`config.mk`:
```
export PLATFORM = sky130hd
export DESIGN_NAME = gyo_offset_rate
export DESIGN_NICKNAME = d
export VERILOG_FILES = /design/src/include/gyo_pkg.sv /design/src/gyo_offset_rate.sv
export SDC_FILE = /design/constraint.sdc
export NUM_CORES = 1
export LEC_CHECK = 0
export ABC_AREA = 1
export BUFFER_PORTS_ARGS = -buffer_cell sky130_fd_sc_hd__buf_4
export CORE_UTILIZATION = 40
export CTS_CLUSTER_DIAMETER = 80
export DETAILED_ROUTE_END_ITERATION = 12
export GPL_ROUTABILITY_DRIVEN = 0
export PLACE_DENSITY = 0.69
export SLEW_MARGIN = 5
export SYNTH_ARGS = -nofsm -noshare
export SYNTH_HDL_FRONTEND = slang
export SYNTH_SLANG_ARGS = --single-unit
```
`constraint.sdc`:
```
create_clock -name clk -period 2.5 [get_ports clk]
set_input_delay 0.375 -clock clk [delete_from_list [all_inputs] [get_ports clk]]
set_output_delay 0.375 -clock clk [all_outputs]
set_load 0.05 [all_outputs]
```
`src/include/gyo_pkg.sv`:
```
package gyo_pkg;
    // Register byte addresses, one high/low pair per axis, index 0 = X
    localparam logic [2:0][7:0] GYO_HIGH_ADDR = {8'h17, 8'h15, 8'h13};
    localparam logic [2:0][7:0] GYO_LOW_ADDR = {8'h18, 8'h16, 8'h14};
    localparam logic [7:0] GYO_DIVIDER_ADDR = 8'h19;
    // Value after reset of every register in this bank
    localparam logic [7:0] GYO_REG_RESET = 8'h00;
    // Rate that the divider acts upon, in Hz
    localparam int unsigned GYO_INTERNAL_RATE_HZ = 1000;
    // Divider in effect only for this bypass code and lowpass settings strictly between the limits
    localparam logic [1:0] GYO_BYPASS_OFF = 2'h0;
    localparam logic [2:0] GYO_LPF_LOW_LIMIT = 3'h0;
    localparam logic [2:0] GYO_LPF_HIGH_LIMIT = 3'h7;
    // Saturation limits of the corrected sample
    localparam logic [15:0] GYO_POS_LIMIT = 16'h7FFF;
    localparam logic [15:0] GYO_NEG_LIMIT = 16'h8000;
    localparam int GYO_AXES = 3;

    // Three axis samples, two's complement, index 0 = X
    typedef struct packed {
        logic [2:0][15:0] axis;
    } gyo_axes_s;

    // Register access from the serial interface decoder
    typedef struct packed {
        logic wr;
        logic rd;
        logic [7:0] addr;
        logic [7:0] wdata;
    } gyo_reg_req_s;

    // Whole state of the bank
    typedef struct packed {
        logic [2:0][7:0] bias_high;
        logic [2:0][7:0] bias_low;
        logic [7:0] divider;
        logic [7:0] count;
        gyo_axes_s out;
        logic update;
        logic [7:0] rdata;
    } gyo_state_s;
endpackage

```
`src/gyo_offset_rate.sv`:
```
// Notes on behaviour
// - High byte register holds offset bits 15..8.
// - Low byte register holds offset bits 7..0.
// - Signed offset added to raw sample before output.
// - Output rate is internal rate over divider+1.
// - Divider acts on the 1 kHz internal rate.
// - Divider only with bypass 00, lowpass 1..6.
// - Divided strobe updates outputs and feeds FIFO.
// - Bypass field is config bits 1..0, nonzero bypasses.
module gyo_offset_rate #(
    parameter int DIV_W = 8
) (
    // Clock and reset
    input wire logic clk,
    input wire logic reset,
    // Register access
    input wire gyo_pkg::gyo_reg_req_s reg_req,
    output logic [7:0] reg_rdata,
    // Filter configuration fields
    input wire logic [1:0] filter_bypass_select,
    input wire logic [2:0] lowpass_filter_setting,
    // Raw samples from the filter
    input wire logic raw_valid,
    input wire gyo_pkg::gyo_axes_s raw_axes,
    // Corrected output registers and their update strobe
    output gyo_pkg::gyo_axes_s out_axes,
    output logic out_update
);
    import gyo_pkg::*;

    // A divider wider than the register byte has no storage behind it
    if (DIV_W < 1 || DIV_W > 8) begin : g_bad_div_w
        $error("DIV_W must lie between 1 and 8");
    end

    gyo_state_s s_ff;
    gyo_state_s nxt_s;
    logic div_effective;
    logic [15:0] corrected [GYO_AXES];

    ////////////////////////////////////////////////////////////////////////
    // bypass field decode
    assign div_effective = (filter_bypass_select == GYO_BYPASS_OFF)
        && (lowpass_filter_setting > GYO_LPF_LOW_LIMIT)
        && (lowpass_filter_setting < GYO_LPF_HIGH_LIMIT);

    ////////////////////////////////////////////////////////////////////////
    // Per-axis corrected sample, taken into the state only on an update
    for (genvar g = 0; g < GYO_AXES; g++) begin : g_axis
        // Sign-extended to 17 bits, so an overflow shows as bits 16 and 15 differing
        logic [16:0] wide_sum;
        assign wide_sum = {raw_axes.axis[g][15], raw_axes.axis[g]}
            + {s_ff.bias_high[g][7], s_ff.bias_high[g], s_ff.bias_low[g]};
        // saturated signed add
        // Clamping keeps a large bias from flipping the sign of the rate
        assign corrected[g] = (wide_sum[16] == wide_sum[15]) ? wide_sum[15:0]
            : (wide_sum[16] ? GYO_NEG_LIMIT : GYO_POS_LIMIT);
    end

    ////////////////////////////////////////////////////////////////////////
    // Next state: register writes, reads and the sample path
    always_comb begin
        logic [7:0] rd;
        rd = GYO_REG_RESET;
        nxt_s = s_ff;
        nxt_s.update = 1'b0;
        for (int i = 0; i < GYO_AXES; i++) begin
            if (reg_req.wr && reg_req.addr == GYO_HIGH_ADDR[i]) begin
                nxt_s.bias_high[i] = reg_req.wdata;
            end
            if (reg_req.wr && reg_req.addr == GYO_LOW_ADDR[i]) begin
                nxt_s.bias_low[i] = reg_req.wdata;
            end
            if (reg_req.addr == GYO_HIGH_ADDR[i]) begin
                rd = s_ff.bias_high[i];
            end
            if (reg_req.addr == GYO_LOW_ADDR[i]) begin
                rd = s_ff.bias_low[i];
            end
        end
        // Upper bits above DIV_W are dropped, so reads show what is served
        if (reg_req.wr && reg_req.addr == GYO_DIVIDER_ADDR) begin
            nxt_s.divider = reg_req.wdata & 8'((9'h100 >> (8 - DIV_W)) - 9'h001);
        end
        if (reg_req.addr == GYO_DIVIDER_ADDR) begin
            rd = s_ff.divider;
        end
        // Unmapped addresses read as zero
        if (reg_req.rd) begin
            nxt_s.rdata = rd;
        end
        // each raw strobe is one 1 kHz internal period when the divider counts
        if (raw_valid) begin
            // emit on every (divider+1)th internal sample
            // count reloads only at a period end, so new divider waits
            if (!div_effective || s_ff.count == 8'h00) begin
                // one strobe for outputs and FIFO write
                nxt_s.update = 1'b1;
                nxt_s.count = div_effective ? s_ff.divider : 8'h00;
                for (int i = 0; i < GYO_AXES; i++) begin
                    nxt_s.out.axis[i] = corrected[i];
                end
            end else begin
                nxt_s.count = s_ff.count - 8'h01;
            end
        end
    end

    ////////////////////////////////////////////////////////////////////////
    // State register
    always_ff @(posedge clk) begin
        if (reset) begin
            s_ff <= '0;
        end else begin
            s_ff <= nxt_s;
        end
    end

    // Outputs straight from flops
    assign reg_rdata = s_ff.rdata;
    assign out_axes = s_ff.out;
    assign out_update = s_ff.update;

    ////////////////////////////////////////////////////////////////////////
    // Per-axis checks, one copy for each of X, Y and Z
    for (genvar g = 0; g < GYO_AXES; g++) begin : g_axis_chk

    end
endmodule

```
Word level (Yosys, flattened, before mapping) --
Index checks and enable logic that the tools add are counted.
Word-level totals: output and inout bits 57, register bits 121, input port bits 74
Cells by class: reductions and logical operators 15, mux-type cells 16, equality and inequality tests 10, magnitude comparators 2, bitwise logic cells 1, add/sub/neg operators 4
Operators with widths (number):
- 16-bit 2-to-1 mux | 6
- 8-bit 2-to-1 mux | 9
- 8-bit by 5-bit == test with 1-bit output, second input constant | 7
- 16-bit by 16-bit adder with 17-bit output | 3
- 1-bit logical AND | 9
- 8-bit logical NOT | 1
- 8-bit by 1-bit subtractor with 8-bit output, second input constant | 1
- 1-bit == test | 3
- 3-bit by 1-bit > comparator with 1-bit output, second input constant | 1
- 3-bit less-than comparator, second input constant | 1
- 2-bit logical NOT | 1
- 2-bit AND reduction | 1
- 2-bit OR reduction | 1
- 1-bit logical NOT | 1
- 1-bit logical OR | 1
- 1-bit 2-to-1 mux | 1
- 1-bit NOT | 1

Logic depth before layout (Yosys ltp) --
depth after elaboration 8, depth in mapped cells 17, depth with buffers taken out 16

Worst setup path before layout --
No wires, ideal clock.
path kind input-to-reg, from input raw_axes[32] (netlist bit), to register s_ff (netlist bit out_axes[35]), arrival 1.998 ns, buffers on the path 1, required time 2.381 ns, slack 0.382 ns, library setup time 0.119 ns, stages 13, path through ha_1 -> inv_1 -> fa_1 -> nand3b_1 -> nand2_1 -> nand2_1 -> nand2_1 -> nand2_1 -> nand3_1 -> nand2_2 -> a21oi_4 -> buf_6 -> a21oi_1
On the way: cells in the longest elaborated chain, start to end 3, elaborated cells on any way between the ends 4, classes of those cells add/sub (1); eq/ne (1); mux (2)
RTL lines:
- start: declaration | RTL line gyo_offset_rate.sv:24 | input wire gyo_pkg::gyo_axes_s raw_axes,
- 16-bit by 16-bit adder with 17-bit output (*) | RTL line gyo_offset_rate.sv:53 | + {s_ff.bias_high[g][7], s_ff.bias_high[g], s_ff.bias_low[g]};
- 16-bit 2-to-1 mux / 1-bit == test (equally long branches) | RTL line gyo_offset_rate.sv:57, gyo_offset_rate.sv:56
- 16-bit 2-to-1 mux (*) | RTL line gyo_offset_rate.sv:56 | assign corrected[g] = (wide_sum[16] == wide_sum[15]) ? wide_sum[15:0]
- end signal: assignment | RTL line gyo_offset_rate.sv:115 | s_ff <= nxt_s;
- end: declaration | RTL line gyo_offset_rate.sv:36 | gyo_state_s s_ff;
Every way passes the cells marked *; elsewhere a longest branch is shown, timed or not. A chain may end at the register's enable or synchronous reset.

Worst setup path after layout --
from register s_ff[89] (netlist bit), to register s_ff (netlist bit out_axes[46])
On the way: cells in the longest elaborated chain, start to end 3, elaborated cells on any way between the ends 4, classes of those cells add/sub (1); eq/ne (1); mux (2)
RTL lines (RTL line):
- 16-bit by 16-bit adder with 17-bit output (*) | gyo_offset_rate.sv:53
- 16-bit 2-to-1 mux / 1-bit == test (equally long branches) | gyo_offset_rate.sv:57, gyo_offset_rate.sv:56
- 16-bit 2-to-1 mux (*) | gyo_offset_rate.sv:56
Marks and branches as above.

==> run summary <==
final cycle utilization of the critical path: 0.911
Worst Hold Class: in2reg
Clock Power Share: 0.456
Post-Synthesis Mean Instance Area: 6.71 um^2
Final Worst Setup Slack: 0.222 ns
flops & latches, synth: 121
drt via density: 5.03
Total GRT Usage: 0.221
via count: 7995
Net count, final: 1435
number of post-CTS setup repair buffers: 0
Synth warnings: 0
clock root buffer: clkbuf_16
status: completed
total routed wirelength: 23300 um
vias in the first global route: 7307
# setup viols final: 0
DP HPWL: 17800 um
global-route wire length before repair: 37100 um
Area Growth Syn to Fin: 16.8%
Die Ht: 146 um
Largest stage delay, worst path: 0.39 ns
CP Max Fanout: 13
Antenna Diode Count: 0
1st-pass router iterations: 5
switch share: 0.289
dominant synthesized flop cell: dfxtp_1
Mapped Area: 0.00834 mm^2
Crit path top cell by count: nand2_1
number of CTS-inserted buffers: 17
Routed WL per cell: 14.7 um
endpoints failing hold: 0
die footprint: 0.0214 mm^2
Die X: 146 um
Setup WS pre-CTS: 0.0227 ns
fin crit period: 2.28 ns
Flop pwr share: 0.362
Post-synth EDFFs: 0
Critical Path Source: s_ff[89]
Syn Nets: 1370
Post-synth ARST share: 0
Req. time, crit path: 2.80 ns
filler instances: 2111
Power Total: 5.69 mW
Switch Pwr: 1.64 mW
Rows: 52
most frequent cells in the layout: nand2_1 (322), inv_1 (147), a21oi_1 (145)
fin util: 0.478
Int Power: 4.04 mW
num ports: 131
worst vdd ir: 0.434 mV
GRT Residual Overflow: 0
Slowest-stage cell, CP: fa_1
HP Start: raw_valid
commonest non-fill, non-tap cell in the layout: nand2_1
max_cap viols: 0
clock buffer depth: 2
Critical Path Source Type: register
Worst Clk Skew: 0.00570 ns
Clock transition at path regs: 0.06 ns
core area: 0.0204 mm^2
CP endpoint kind: register
Hold-fix buffers, CTS: 0
synthesized netlist cell count: 1243
CTS tree: built
layout cells sized above 1: 0.179
initial antenna violation count: 0
Final TNS setup: 0 ns
DRC: 0
max-slew violations: 0
sequential fraction of the synthesis area: 0.290
initial DRC count: 539
critical path type: reg2reg
Pleak: 4.73 nW
H-tree levels: 4
worst r2r src: s_ff[89]
PortBufs: 130
crit-path cells: ha_1 > inv_1 > fa_1 > nand3b_1 > nand2_1 > nand2_1 > nand2_1 > nand2_1 > nand3_1 > nand2_2 > a21oi_4 > a21oi_1
logic gate share of total power: 0.182
# clock sinks: 121
worst skew pair latency: 0.42 ns
post-route ant nets: 0
pin count of the biggest net entering global routing: 64
Netlist cell types: 41
Worst EP arrival: 2.58 ns
Slew Limit Headroom: 0.501
Cell Pwr Density: 584 mW/mm^2
Initial Util: 0.410
Fmax achieved: 0.439 GHz
Worst Max-Slew Pin Slew: 0.748 ns
RSZ-0062 raised after global routing: false
[metal layers]
metal	track usage	part of all wire	wire length (um)	vias up
met4	0.0813	0.022	512	0
met1	0.299	0.47	10900	3610
met5	0	0	0	-
li1	-	-	-	4117
met2	0.354	0.46	10600	235
met3	0.0353	0.054	1260	33
[critical path, delay by kind of cell, from the launching register on]
kind | cells | cell delay, ns
compound gates | 2 | 0.47
flops | 1 | 0.35
fa+ha+maj | 2 | 0.57
simple gates | 7 | 0.71
buf+inv | 1 | 0.06
[final cells by class]
| class | count | area, um^2 | share of cell area |
|---|---|---|---|
| inverter | 153 | 577 | 0.0592 |
| tap | 270 | 338 | 0.0347 |
| clock inverter | 12 | 174 | 0.0179 |
| sequential | 121 | 2420 | 0.249 |
| clock buffer | 19 | 443 | 0.0455 |
| multi-input combinational | 874 | 4720 | 0.484 |
| timing repair buffer | 141 | 1070 | 0.110 |
[cells by family (layout without fill, tap and decap cells)]
group,after synthesis,after routing,share of synthesized area
fa+ha+maj,53,53,0.0822
flops,121,121,0.290
xor+xnor,32,32,0.0336
buf+inv,248,325,0.147
compound gates,258,258,0.167
simple gates,531,531,0.280
[through the flow]
| stage | instances | instance area (um^2) | hold slack, ns |
|---|---|---|---|
| floorplan | 1243 | 8340 | 0.436 |
| global placement | 1559 | 9100 | 0.455 |
| detailed placement | 1559 | 9100 | 0.459 |
| CTS | 1590 | 9720 | 0.180 |
| global route | 1590 | 9740 | 0.201 |
| finish | 1590 | 9740 | 0.195 |
[final timing paths]
kind	slack, ns	endpoint	cells after the start
min reg2reg	0.46	out_axes[21]	2
min	0.20	s_ff[64]	2
max	0.22	out_axes[46]	12
max reg2reg	0.22	out_axes[46]	12
[power groups by stage]
stage | clock (mW) | combinational (mW) | sequential [mW]
final | 2.59 | 1.03 | 2.06
after global routing | 2.72 | 1.12 | 2.07
after CTS | 2.63 | 1.03 | 2.06
after detailed placement | 0 | 1.03 | 2.10
after global placement | 0 | 1.02 | 2.10
after floorplan | 0 | 0.799 | 2.09
[cell usage after synthesis, types with 3 or more instances]
master	n	area, um^2
nand2_1	325	1220
buf_2	4	20.0
xor2_1	16	140
o211ai_1	5	37.5
inv_2	6	22.5
dfxtp_1	121	2420
a31oi_1	6	37.5
inv_1	147	552
nand3_1	78	390
o21ai_0	79	395
a21oi_2	15	131
nand3b_1	6	45.0
or2_0	3	18.8
xnor2_1	16	140
a21oi_1	145	726
nand4_1	11	68.8
nand2_2	21	131
or2_2	9	56.3
nor2_1	51	191
buf_6	8	90.1
nor3_1	11	55.1
fa_1	3	60.1
o22ai_1	4	25.0
clkbuf_1	21	78.8
buf_4	61	458
ha_1	50	626
[timing repair]
item                                   CTS  global route
endpoints found under the hold margin    0             0
resized for setup                        0            10
setup endpoints to repair                0            27
[state kept, by name (all words and copies together) (netlist names)]
name        count
s_ff           64
out_axes       48
reg_rdata       8
out_update      1
(Power assumes the default switching activity.)
